--- src/logic/link_pkg.sv ---
`default_nettype none
package link_pkg;

	// Link operating mode, fixed by board straps outside this block.
	typedef enum logic [1:0] {
		MODE_AC97_PRIMARY,
		MODE_AC97_SECONDARY,
		MODE_DSP
	} linkMode_type;

	// Pin bundle towards the controller; an enable low means driven.
	typedef struct packed {
		logic bitClk;
		logic bitClkOe;
		logic frameSync;
		logic frameSyncOe;
		logic data;
		logic dataOe;
	} linkPins_type;

	// Core clock period and printed link times, all in picoseconds.
	localparam int CORE_PERIOD_PS    = 5000;
	localparam int RST2CLK_MIN_PS    = 162800;
	localparam int SYNC2CLK_MIN_PS   = 162800;
	localparam int S2_PDOWN_MIN_PS   = 2000;
	localparam int S2_PDOWN_MAX_PS   = 1000000;
	localparam int OFF_MAX_PS        = 25000;
	localparam int AC97_HALF_PS      = 40690;
	localparam int DSP_HALF_PS       = 122070;

	// Least times round up, longest times and half periods round down.
	localparam int RST2CLK_CYC  = (RST2CLK_MIN_PS + CORE_PERIOD_PS - 1)
		/ CORE_PERIOD_PS;
	localparam int SYNC2CLK_CYC = (SYNC2CLK_MIN_PS + CORE_PERIOD_PS - 1)
		/ CORE_PERIOD_PS;
	localparam int S2_PDOWN_MIN_CYC = (S2_PDOWN_MIN_PS + CORE_PERIOD_PS - 1)
		/ CORE_PERIOD_PS;
	localparam int S2_PDOWN_MAX_CYC = S2_PDOWN_MAX_PS / CORE_PERIOD_PS;
	localparam int OFF_MAX_CYC      = OFF_MAX_PS / CORE_PERIOD_PS;
	localparam int AC97_HALF_CYC    = AC97_HALF_PS / CORE_PERIOD_PS;
	localparam int DSP_HALF_CYC     = DSP_HALF_PS / CORE_PERIOD_PS;

	// Frame layout in bit clocks: tag slot, then 20-bit slots.
	localparam int TAG_BITS        = 16;
	localparam int SLOT_BITS       = 20;
	localparam int SLOT2_END_BIT   = TAG_BITS + 2 * SLOT_BITS - 1;
	localparam int AC97_FRAME_BITS = 256;
	localparam int DSP_FRAME_BITS  = 512;

	localparam int CNT_W   = 10;
	localparam int WAIT_W  = 8;

endpackage
`default_nettype wire

--- src/logic/word_fifo.sv ---
`timescale 1ns/1ps
`default_nettype none
module word_fifo #(
	parameter int WIDTH = 16,
	parameter int DEPTH = 32
) (
	// Clock and reset
	input  wire logic             core_clk,
	input  wire logic             rst,
	// Fill side
	input  wire logic             inValid,
	output logic                  inReady,
	input  wire logic [WIDTH-1:0] inData,
	// Drain side
	output logic                  outValid,
	input  wire logic             outReady,
	output logic      [WIDTH-1:0] outData
);
	localparam int AW = $clog2(DEPTH);

	logic [WIDTH-1:0] mem_r [DEPTH];
	logic [AW:0]      wrPtr_r;
	logic [AW:0]      rdPtr_r;
	logic             push;
	logic             pop;

	// Full when the pointers differ only in the wrap bit.
	assign inReady  = (wrPtr_r ^ rdPtr_r) != {1'b1, {AW{1'b0}}};
	assign outValid = wrPtr_r != rdPtr_r;
	assign push     = inValid && inReady;
	assign pop      = outValid && outReady;
	assign outData  = mem_r[rdPtr_r[AW-1:0]];

	always_ff @(posedge core_clk) begin
		if (push) begin
			mem_r[wrPtr_r[AW-1:0]] <= inData;
		end
	end

	always_ff @(posedge core_clk or posedge rst) begin
		if (rst) begin
			wrPtr_r <= '0;
			rdPtr_r <= '0;
		end else begin
			if (push) begin
				wrPtr_r <= wrPtr_r + 1'b1;
			end
			if (pop) begin
				rdPtr_r <= rdPtr_r + 1'b1;
			end
		end
	end

endmodule
`default_nettype wire

--- src/logic/codec_link_sequencer.sv ---
`timescale 1ns/1ps
`default_nettype none
// Functional notes
// - Bit clock starts no sooner than 162.8 ns after reset release.
// - Bit clock restarts no sooner than 162.8 ns after warm sync falls.
// - With power-down bit set, clock and data go low 2-1000 ns after slot 2.
// - Tester mode releases link outputs within 25 ns of reset rising.
// - Bit clock driven in AC97 primary and DSP modes, input in secondary.
// - Frame sync driven in DSP mode, input in all AC97 modes.
// - Reset pin low selects configured power-down depth, not a logic reset.
module codec_link_sequencer #(
	parameter int WORD_WIDTH = 16,
	parameter int FIFO_DEPTH = 32
) (
	// Clock and reset
	input  wire logic                  core_clk,
	input  wire logic                  rst,
	// Configuration
	input  wire link_pkg::linkMode_type linkMode,
	input  wire logic [1:0]            powerDepth,
	input  wire logic                  linkPowerDownBit,
	input  wire logic                  testerOutputReleaseMode,
	// Transmit stream
	input  wire logic                  txValid,
	output logic                       txReady,
	input  wire logic [WORD_WIDTH-1:0] txData,
	// Link pins
	input  wire logic                  resetPinN,
	input  wire logic                  bitClkIn,
	input  wire logic                  frameSyncIn,
	output link_pkg::linkPins_type     linkPins,
	// Status
	output logic [1:0]                 powerLevel,
	output logic                       linkActive
);
	typedef enum logic [2:0] {
		ST_POWER_DOWN,
		ST_START_WAIT,
		ST_RUNNING,
		ST_SLEEP,
		ST_WARM_WAIT,
		ST_RELEASED
	} state_type;

	localparam logic [link_pkg::WAIT_W-1:0] RST2CLK_CNT =
		link_pkg::WAIT_W'(link_pkg::RST2CLK_CYC);
	localparam logic [link_pkg::WAIT_W-1:0] SYNC2CLK_CNT =
		link_pkg::WAIT_W'(link_pkg::SYNC2CLK_CYC);
	localparam logic [link_pkg::CNT_W-1:0] SLOT2_END =
		link_pkg::CNT_W'(link_pkg::SLOT2_END_BIT);
	localparam logic [link_pkg::CNT_W-1:0] AC97_LAST =
		link_pkg::CNT_W'(link_pkg::AC97_FRAME_BITS - 1);
	localparam logic [link_pkg::CNT_W-1:0] DSP_LAST =
		link_pkg::CNT_W'(link_pkg::DSP_FRAME_BITS - 1);
	localparam logic [link_pkg::WAIT_W-1:0] AC97_HALF =
		link_pkg::WAIT_W'(link_pkg::AC97_HALF_CYC - 1);
	localparam logic [link_pkg::WAIT_W-1:0] DSP_HALF =
		link_pkg::WAIT_W'(link_pkg::DSP_HALF_CYC - 1);
	localparam int BW = $clog2(WORD_WIDTH);

	state_type                     state_r;
	logic [2:0]                    meta_r;
	logic [2:0]                    sync_r;
	logic                          pinPrev_r;
	logic                          clkPrev_r;
	logic                          fsPrev_r;
	logic [link_pkg::WAIT_W-1:0]   wait_r;
	logic [link_pkg::WAIT_W-1:0]   half_r;
	logic                          genClk_r;
	logic [link_pkg::CNT_W-1:0]    bitCnt_r;
	logic [WORD_WIDTH-1:0]         shift_r;
	logic [BW-1:0]                 wordBit_r;
	logic                          dataBit_r;
	logic                          syncOut_r;
	logic [1:0]                    powerLevel_r;
	logic                          pinN;
	logic                          drivesClk;
	logic                          rise;
	logic                          fall;
	logic                          frameStart;
	logic                          fifoValid;
	logic                          fifoPop;
	logic [WORD_WIDTH-1:0]         fifoData;

	function automatic logic ownsClock(input link_pkg::linkMode_type m);
		return m != link_pkg::MODE_AC97_SECONDARY;
	endfunction

	// Pins pass two flops; only the second stage feeds any logic.
	always_ff @(posedge core_clk or posedge rst) begin
		if (rst) begin
			meta_r <= 3'h0;
			sync_r <= 3'h0;
		end else begin
			meta_r <= {frameSyncIn, bitClkIn, resetPinN};
			sync_r <= meta_r;
		end
	end

	assign pinN      = sync_r[0];
	assign drivesClk = ownsClock(linkMode);

	// Bit clock edges come from our divider or from the sampled pin.
	assign rise = (state_r == ST_RUNNING) && (drivesClk
		? (!genClk_r && half_r == '0)
		: (sync_r[1] && !clkPrev_r));
	assign fall = (state_r == ST_RUNNING) && (drivesClk
		? (genClk_r && half_r == '0)
		: (!sync_r[1] && clkPrev_r));

	// In AC97 modes the controller frames; in DSP mode we do.
	assign frameStart = (linkMode == link_pkg::MODE_DSP)
		? (rise && bitCnt_r == DSP_LAST)
		: (sync_r[2] && !fsPrev_r);

	always_ff @(posedge core_clk or posedge rst) begin
		if (rst) begin
			pinPrev_r <= 1'b0;
			clkPrev_r <= 1'b0;
			fsPrev_r  <= 1'b0;
		end else begin
			pinPrev_r <= pinN;
			clkPrev_r <= sync_r[1];
			fsPrev_r  <= sync_r[2];
		end
	end

	// Sequencer; the wait counter only runs in the two wait states.
	always_ff @(posedge core_clk or posedge rst) begin
		if (rst) begin
			state_r <= ST_POWER_DOWN;
			wait_r  <= '0;
		end else if (!pinN) begin
			state_r <= ST_POWER_DOWN;
			wait_r  <= '0;
		end else begin
			case (state_r)
			ST_POWER_DOWN: begin
				if (!pinPrev_r && testerOutputReleaseMode) begin
					state_r <= ST_RELEASED;
				end else begin
					state_r <= ST_START_WAIT;
					wait_r  <= RST2CLK_CNT;
				end
			end
			ST_START_WAIT: begin
				if (wait_r == '0) begin
					state_r <= ST_RUNNING;
				end else begin
					wait_r <= wait_r - 1'b1;
				end
			end
			ST_RUNNING: begin
				if (fall && bitCnt_r == SLOT2_END && linkPowerDownBit) begin
					state_r <= ST_SLEEP;
				end
			end
			ST_SLEEP: begin
				if (linkMode != link_pkg::MODE_DSP && fsPrev_r && !sync_r[2]) begin
					state_r <= ST_WARM_WAIT;
					wait_r  <= SYNC2CLK_CNT;
				end
			end
			ST_WARM_WAIT: begin
				if (wait_r == '0) begin
					state_r <= ST_RUNNING;
				end else begin
					wait_r <= wait_r - 1'b1;
				end
			end
			ST_RELEASED: begin
				state_r <= ST_RELEASED;
			end
			default: begin
				state_r <= ST_POWER_DOWN;
			end
			endcase
		end
	end

	// Divider for the clock we own; parked low outside the running state.
	always_ff @(posedge core_clk or posedge rst) begin
		if (rst) begin
			genClk_r <= 1'b0;
			half_r   <= '0;
		end else if (state_r != ST_RUNNING || !drivesClk || !pinN) begin
			// Parking on the pin too keeps a clock edge from escaping
			// in the cycle that the pin forces power-down.
			genClk_r <= 1'b0;
			half_r   <= (linkMode == link_pkg::MODE_DSP) ? DSP_HALF : AC97_HALF;
		end else if (half_r == '0) begin
			genClk_r <= !genClk_r;
			half_r   <= (linkMode == link_pkg::MODE_DSP) ? DSP_HALF : AC97_HALF;
		end else begin
			half_r <= half_r - 1'b1;
		end
	end

	// Bit position within the frame, advanced on falling edges.
	always_ff @(posedge core_clk or posedge rst) begin
		if (rst) begin
			bitCnt_r <= '0;
		end else if (state_r != ST_RUNNING) begin
			bitCnt_r <= (linkMode == link_pkg::MODE_DSP) ? DSP_LAST : AC97_LAST;
		end else if (frameStart) begin
			bitCnt_r <= '0;
		end else if (fall && bitCnt_r == ((linkMode == link_pkg::MODE_DSP)
			? DSP_LAST : AC97_LAST)) begin
			// Without a sync the frame runs free, so slot 2 still ends.
			bitCnt_r <= '0;
		end else if (fall) begin
			bitCnt_r <= bitCnt_r + 1'b1;
		end
	end

	// DSP frame sync is high for the first bit of each frame.
	always_ff @(posedge core_clk or posedge rst) begin
		if (rst) begin
			syncOut_r <= 1'b0;
		end else if (state_r != ST_RUNNING) begin
			syncOut_r <= 1'b0;
		end else if (rise) begin
			syncOut_r <= frameStart;
		end
	end

	// A word is taken at each word boundary; an empty FIFO sends zeros
	// rather than stalling the frame, which the far end cannot wait for.
	assign fifoPop = rise && wordBit_r == '0;

	always_ff @(posedge core_clk or posedge rst) begin
		if (rst) begin
			shift_r   <= '0;
			wordBit_r <= '0;
			dataBit_r <= 1'b0;
		end else if (state_r != ST_RUNNING) begin
			wordBit_r <= '0;
			dataBit_r <= 1'b0;
		end else if (rise) begin
			if (wordBit_r == '0) begin
				shift_r   <= fifoValid ? fifoData << 1 : '0;
				dataBit_r <= fifoValid && fifoData[WORD_WIDTH-1];
			end else begin
				shift_r   <= shift_r << 1;
				dataBit_r <= shift_r[WORD_WIDTH-1];
			end
			wordBit_r <= (wordBit_r == BW'(WORD_WIDTH - 1)) ? '0
				: wordBit_r + 1'b1;
		end
	end

	always_ff @(posedge core_clk or posedge rst) begin
		if (rst) begin
			powerLevel_r <= 2'h0;
		end else if (!pinN) begin
			powerLevel_r <= powerDepth;
		end else begin
			powerLevel_r <= 2'h0;
		end
	end

	word_fifo #(
		.WIDTH (WORD_WIDTH),
		.DEPTH (FIFO_DEPTH)
	) txFifo (
		.core_clk (core_clk),
		.rst      (rst),
		.inValid  (txValid),
		.inReady  (txReady),
		.inData   (txData),
		.outValid (fifoValid),
		.outReady (fifoPop),
		.outData  (fifoData)
	);

	// Released state floats every link output for the tester.
	always_comb begin
		linkPins.bitClk      = genClk_r;
		linkPins.bitClkOe    = !(drivesClk && state_r != ST_RELEASED);
		linkPins.frameSync   = syncOut_r;
		linkPins.frameSyncOe = !(linkMode == link_pkg::MODE_DSP
			&& state_r != ST_RELEASED);
		linkPins.data        = dataBit_r;
		linkPins.dataOe      = state_r == ST_RELEASED;
	end

	assign powerLevel = powerLevel_r;
	assign linkActive = state_r == ST_RUNNING;

endmodule
`default_nettype wire

--- config.mk ---
export PLATFORM = sky130hd
export DESIGN_NAME = codec_link_sequencer
export DESIGN_NICKNAME = d
export VERILOG_FILES = /design/src/logic/link_pkg.sv /design/src/logic/word_fifo.sv /design/src/logic/codec_link_sequencer.sv
export SDC_FILE = /design/constraint.sdc
export NUM_CORES = 1
export LEC_CHECK = 0
export BUFFER_PORTS_ARGS = -buffer_cell sky130_fd_sc_hd__buf_4
export CAP_MARGIN = 10
export CORE_MARGIN = 10
export CORE_UTILIZATION = 60
export CTS_BUF_LIST = sky130_fd_sc_hd__clkbuf_4
export DETAILED_ROUTE_END_ITERATION = 10
export PLACE_DENSITY = 0.85
export SLEW_MARGIN = 20
export SYNTH_ARGS = -nofsm -noshare
export SYNTH_HDL_FRONTEND = slang
export SYNTH_HIERARCHICAL = 1
export SYNTH_SLANG_ARGS = --single-unit
export TNS_END_PERCENT = 20
--- constraint.sdc ---
create_clock -name core_clk -period 5.1 [get_ports core_clk]
set_input_delay 1.02 -clock core_clk [delete_from_list [all_inputs] [get_ports core_clk]]
set_output_delay 1.02 -clock core_clk [all_outputs]
set_load 0.05 [all_outputs]
==> impl_metrics.py, run 1 <==
metrics = {
    "sta": {
        "min_period_over_period_pct": 79.5,
        "rsz_0062_raised_after_global_routing": "false",
        "worstMarginPinSlew_ns": 1.05,
        "layout_min_cycle_time_ns": 4.05,
        "fmax_ghz": 0.247,
        "slew_headroom_pct": 29.9,
        "hold_viol": 0,
        "slew_viol_final": 0,
        "setup_tns_ns": 0,
        "fin_worst_skew_ns": 0.0790,
        "final-setup-viol-count": 0,
    },
    "global_route": {
        "grt_remaining_overflow": 0,
        "grt_pass1_vias": 14100,
        "global_router_s_overall_resource_usage_pct": 23.3,
        "antenna_found_initial": 2,
        "largest_net_degree_at_the_start_of_global_routing": 80,
        "grt_pass1_wl_um": 84200,
    },
    "clock_tree": {
        "clock_sink_count": 586,
        "cts-htree-levels": 4,
        "clock_input_transition_at_the_sequential_cells_of_the_worst_setup_and_hold_paths_ns": 0.07,
        "cts_made_buffers": 145,
        "cts_tree": "done",
        "clk_root_buffer_cell": "clkbuf_4",
        "worst_case_clock_buffer_depth": 3,
        "clkLatencyLatePin_ns": 0.87,
        "holdBufCountCts": 0,
        "post-cts-setup-buffer-count": 0,
        "cts-resized-gates": 0,
    },
    "place": {
        "gp_congestion": 0.916,
        "placed_area_mm2": 0.0244,
        "dp_hpwl_um": 32500,
        "port_buffers": 37,
    },
    "logic_synthesis": {
        "synth.largest_area_cell": "edfxtp_1",
        "synth_fp_nets": 1408,
        "dominant_register_cell_in_the_synthesized_netlist": "edfxtp_1",
        "yosys-top-cells-area": "edfxtp_1, dfrtp_1, mux4_2",
        "ys.warnings.count": 6,
        "synthDistinctLibCells": 59,
        "synth_seq_area_share_pct": 72.8,
        "yosys_register_bits": 586,
        "synth-edff-count": 512,
        "synth-async-reset-ratio_pct": 12.6,
        "synth.cell_area_mm2": 0.0236,
        "number_of_cells_produced_by_synthesis": 1368,
        "synthesis.area_per_instance_um2": 17.3,
        "synth_top_area_share_pct": 65.0,
    },
    "final_layout": {
        "leading_cell_types_in_the_layout_fill_and_taps_excluded": "edfxtp_1, clkbuf_4, mux2i_1",
        "ff_latch_area_mm2": 0.0172,
        "final_std_cell_area_no_fill_mm2": 0.0262,
        "final_nets": 1556,
        "drive_above_1_share_pct": 24.2,
        "multi_input_area_mm2": 0.00584,
        "final_common_cell": "edfxtp_1",
        "nFillCells": 2419,
        "area_growth_pct": 11.0,
    },
    "setup_path": {
        "cp_common_cell": "buf_4",
        "path_buf_inv": 2,
        "cpPeakStageDelay_ns": 0.61,
        "setup.worst_path.class": "reg -> out",
        "crit_path_slowest_cell": "dfrtp_2",
        "cp_cell_sequence": "buf_4 -> xnor2_1 -> nand3_1 -> or3_1 -> buf_4",
        "cp_data_arrival_time_ns": 3.03,
        "timing.critical_path.required_ns": 4.08,
        "critical_path.endpoint_type": "output port",
        "worstPathMaxFanout": 35,
        "critical_path.top_delay_family": "buffers and inverters",
        "critPathLaunchType": "flop",
    },
    "pwr": {
        "powerDensity_mw_per_mm2": 462,
        "peak_supply_drop_mv": 0.278,
        "report.power.total_uw": 12100,
        "leakage_power_of_the_design_uw": 0.00890,
    },
    "detailed_routing": {
        "first_iter_violations": 1916,
        "finalWirelength_um": 54900,
        "first_pass_iters": 5,
        "wire_length_per_cell_after_detailed_routing_um": 25.8,
        "ant_nets": 0,
        "drc": 0,
        "num_vias": 13800,
        "avgViaCountPerCell": 6.49,
    },
    "die": {
        "design.portCount": 38,
        "initial_core_utilization_pct": 60.9,
        "horizontal_die_dimension_um": 219,
        "floorplan.core_area_mm2": 0.0388,
        "floorplan.rows": 72,
        "die_height_um": 219,
        "die_footprint_mm2": 0.0478,
    },
    "run": {
        "maxCapViolCount": 0,
    },
    "run_status": {
        "status": "complete, no violations",
    },
    "min_path": {
        "worstHoldPathType": "in -> async",
    },
}
## path summary, 6_finish.rpt
check / start / slack [ns] / endpoint / cells past startpoint
max: txFifo/rdPtr_r[1]$_DFFE_PP0P_ / 1.05 / txReady / 5
min: rst / 0.25 / txFifo/wrPtr_r[5]$_DFFE_PP0P_ / 2
max reg2reg: txFifo/rdPtr_r[1]$_DFFE_PP0P_ / 1.41 / shift_r[11]$_DFFE_PP0P_ / 9
min reg2reg: meta_r[0]$_DFF_PP0_ / 0.34 / sync_r[0]$_DFF_PP0_ / 0
max in group asynchronous: rst / 3.85 / state_r[0]$_DFFE_PP0P_ / 3
min in group core_clk: bitClkIn / 0.28 / meta_r[1]$_DFF_PP0_ / 1
## synth_stat cells (3+ instances only)
cell type / count
inv_1: 15
nand2b_1: 4
a211oi_1: 18
nand3b_1: 5
a31oi_1: 4
nand3_1: 15
edfxtp_1: 512
xnor2_1: 21
nor4b_1: 3
nor2_1: 61
a221oi_1: 30
nor4_1: 7
a21oi_1: 41
buf_2: 20
o221ai_1: 16
xor2_1: 8
mux2i_1: 135
o21bai_1: 4
o21ai_1: 16
nand4_1: 3
o22ai_1: 17
nor2b_1: 9
ha_1: 12
nor3b_1: 5
mux4_2: 64
nand2_2: 3
dfrtp_1: 74
o22a_1: 3
buf_6: 9
a22oi_1: 17
or3b_2: 4
o31a_1: 3
buf_12: 5
buf_4: 10
o21ai_0: 55
and3_1: 18
clkbuf_1: 39
nor3_1: 8
nand2_1: 47
## power breakdown
group          leakage [µW]  internal, µW  switching [µW]
sequential          0.00554          5600             294
combinational       0.00230           980            1420
clock               0.00106          2030            1800
## final cells by class
class | count | area share, %
clock buffers | 210 | 6.01
inverters | 16 | 0.229
flip-flops and latches | 586 | 65.7
multi-input cells | 683 | 22.3
clock inverters | 30 | 0.849
diodes | 2 | 0.0191
well taps | 518 | 2.47
repair buffers | 84 | 2.50
## metal layers
layer / vias up / part of all wire, % / global-route usage (%)
met5: - / 0 / 0
met4: 0 / 3.9 / 10.7
met3: 152 / 11 / 6.69
met2: 926 / 48 / 36.2
met1: 6898 / 37 / 29.9
li1: 5835 / - / -
## flip-flops by register name (all words and copies together) (netlist names)
register / flops
txFifo/rdPtr_r: 6
pinPrev_r: 1
powerLevel: 2
fsPrev_r: 1
clkPrev_r: 1
bitCnt_r: 10
txFifo/wrPtr_r: 6
wait_r: 8
shift_r: 15
half_r: 8
dataBit_r: 1
state_r: 3
txFifo/mem_r: 512
meta_r: 3
sync_r: 3
genClk_r: 1
wordBit_r: 4
syncOut_r: 1
## cells by family (layout without fill, tap and decap cells)
kind of cell | count (synthesis) | after routing | share of synthesized area (%)
compound gates | 235 | 235 | 6.61
xor+xnor | 29 | 29 | 1.07
fa+ha+maj | 12 | 12 | 0.635
buf+inv | 99 | 340 | 2.47
flops | 586 | 586 | 72.8
mux | 201 | 201 | 11.9
other cells | 0 | 2 | 0
simple gates | 206 | 206 | 4.47
## metrics by stage
stage                     worst slack (ns)  cells  utilization [%]  hold slack [ns]
after floorplan                       2.12   1368                -            0.331
after global placement                1.65   1887             62.9            0.344
after detailed placement              1.72   1887             62.9            0.342
after CTS                             1.06   2127             67.6            0.229
after global routing                 0.938   2128             67.6            0.220
final                                 1.05   2129             67.6            0.252
No activity file was read; power rests on OpenSTA's default activity.
==> inputs of run 2 (changes only) <==
==> constraint.sdc (replaced) <==
create_clock -name core_clk -period 3.73 [get_ports core_clk]
set_input_delay 0.746 -clock core_clk [delete_from_list [all_inputs] [get_ports core_clk]]
set_output_delay 0.746 -clock core_clk [all_outputs]
set_load 0.05 [all_outputs]
==> run 2 against run 1 <==
  * Worst setup slack worse by 0.84 ns
  * First-iteration DRC count is 6.9% lower
  * Sequential power grew 36%
  * Register-to-register slack got worse by 0.77 ns
  * Via count shrank 0.96%
  * Total power grew 38%
  * Critical endpoint unchanged
  * Largest cell class unchanged
==> impl_metrics.py, run 2 (synthesized netlist as in run 1, its figures left out) <==
metrics = {
    "run_status": {
        "status": "complete, no violations",
    },
    "place": {
        "gp_congestion": 0.889,
        "dp_hpwl_um": 32100,
        "port_buffers": 37,
        "post-place-ws_ns": 0.840,
        "place.detailed.instances": 1900,
    },
    "detailed_routing": {
        "wire_length_per_cell_after_detailed_routing_um": 24.9,
        "wl_met2_um": 26200,
        "finalWirelength_um": 54100,
        "ant_nets": 0,
        "drc": 0,
        "met3WireLength_um": 5750,
        "route.top_layer_used": "met4",
        "avgViaCountPerCell": 6.30,
        "num_vias": 13700,
        "first_iter_violations": 1784,
        "first_pass_iters": 7,
        "wirelength_met1_um": 20500,
    },
    "sta": {
        "final.hold.worst_slack_ns": 0.119,
        "fin_worst_skew_ns": 0.0566,
        "slew_headroom_pct": 30.1,
        "slew_viol_final": 0,
        "finalWorstSetupSlack_ns": 0.209,
        "final-setup-viol-count": 0,
        "setup_tns_ns": 0,
        "worstMarginPinSlew_ns": 1.05,
        "fmax_ghz": 0.284,
        "rsz_0062_raised_after_global_routing": "false",
        "layout_min_cycle_time_ns": 3.52,
        "min_period_over_period_pct": 94.4,
        "hold_viol": 0,
    },
    "setup_path": {
        "path_buf_inv": 2,
        "critical_path.endpoint_type": "output port",
        "cp_data_arrival_time_ns": 2.77,
        "setup.worst_path.class": "reg -> out",
        "crit_path_slowest_cell": "dfrtp_2",
        "cp_cell_sequence": "buf_6 -> xnor2_1 -> nand3_1 -> or3_1 -> buf_4",
        "cpPeakStageDelay_ns": 0.53,
        "timing.critical_path.required_ns": 2.98,
        "critPathLaunchType": "flop",
        "worstPathMaxFanout": 29,
        "critical_path.top_delay_family": "simple AND/OR/NAND/NOR gates",
    },
    "clock_tree": {
        "cts-htree-levels": 4,
        "clock_input_transition_at_the_sequential_cells_of_the_worst_setup_and_hold_paths_ns": 0.07,
        "clock_sink_count": 586,
        "cts_tree": "done",
        "worst_case_clock_buffer_depth": 3,
        "clkLatencyLatePin_ns": 0.86,
        "cts_made_buffers": 145,
        "clk_root_buffer_cell": "clkbuf_4",
    },
    "final_layout": {
        "layout.cells.non_filler": 2171,
        "drive_above_1_share_pct": 24.8,
        "area_growth_pct": 12.2,
        "largest_register_ffs": 512,
        "leading_cell_types_in_the_layout_fill_and_taps_excluded": "edfxtp_1, clkbuf_4, mux2i_1",
        "final_nets": 1573,
        "final_common_cell": "edfxtp_1",
        "nFillCells": 2417,
    },
    "global_route": {
        "antenna_found_initial": 2,
        "largest_net_degree_at_the_start_of_global_routing": 59,
        "grt_pass1_vias": 13900,
        "global_router_s_overall_resource_usage_pct": 23.0,
        "grt_pass1_wl_um": 83000,
        "grt_remaining_overflow": 0,
    },
    "die": {
        "initial_core_utilization_pct": 60.9,
        "horizontal_die_dimension_um": 219,
        "design.portCount": 38,
        "floorplan.rows": 72,
        "die_footprint_mm2": 0.0478,
        "die_height_um": 219,
        "floorplan.core_area_mm2": 0.0388,
    },
    "pwr": {
        "report.power.total_uw": 16800,
        "powerDensity_mw_per_mm2": 632,
        "peak_supply_drop_mv": 0.430,
        "leakage_power_of_the_design_uw": 0.00907,
    },
    "min_path": {
        "worstHoldPathType": "in -> reg",
    },
    "run": {
        "maxCapViolCount": 0,
    },
}
-- run 2: worst reg2reg max path, delay by kind of cell, from the launching register on --
| kind | cells | cell delay, ns |
|---|---|---|
| AOI/OAI and AO/OA | 4 | 1.07 |
| buffers and inverters | 1 | 0.34 |
| DFF | 1 | 0.71 |
| muxes | 1 | 0.60 |
| and+or+nand+nor | 1 | 0.20 |
-- run 2: area by class of cell --
class | instances | area (µm²) | area share, %
antenna | 4 | 10.0 | 0.0377
tap | 518 | 648 | 2.44
multi-input combinational | 683 | 5840 | 22.0
sequential | 586 | 17200 | 64.9
timing repair buffer | 101 | 810 | 3.05
clock buffer | 208 | 1560 | 5.89
clock inverter | 55 | 370 | 1.40
inverter | 16 | 60.1 | 0.226
-- run 2: layer usage --
metal	up-vias	global-route usage, %
li1	5898	-
met1	6846	30.2
met2	812	35.8
met3	122	6.71
met4	0	9.05
met5	-	0
-- run 2: repair_timing --
item | CTS | global route
endpoints found under the setup margin | 0 | 1
buffers inserted | 0 | 0
endpoints found under the hold margin | 15 | 0
hold buffers | 4 | 0
gates resized for setup | 0 | 1
-- run 2: power breakdown --
part	switching, µW	internal, µW
Clock	2520	2940
Sequential	355	7650
Combinational	1930	1370
-- run 2: through the flow --
step	util, %	area (µm²)
final	68.3	26500
after global routing	68.3	26500
after CTS	68.3	26500
after detailed placement	63.2	24500
after global placement	63.2	24500
after floorplan	-	23600
-- run 2: final timing paths --
check	to	from	slack, ns	cells after the start
setup / recovery	txReady	txFifo/rdPtr_r[1]$_DFFE_PP0P_	0.21	5
hold / removal	powerLevel[1]$_DFF_PP0_	powerDepth[1]	0.12	2
setup reg to reg	shift_r[2]$_DFFE_PP0P_	txFifo/rdPtr_r[0]$_DFFE_PP0P_	0.64	7
hold reg to reg	sync_r[1]$_DFF_PP0_	meta_r[1]$_DFF_PP0_	0.36	0
max in group asynchronous	shift_r[1]$_DFFE_PP0P_	rst	2.19	4
min in group asynchronous	txFifo/rdPtr_r[1]$_DFFE_PP0P_	rst	0.54	3
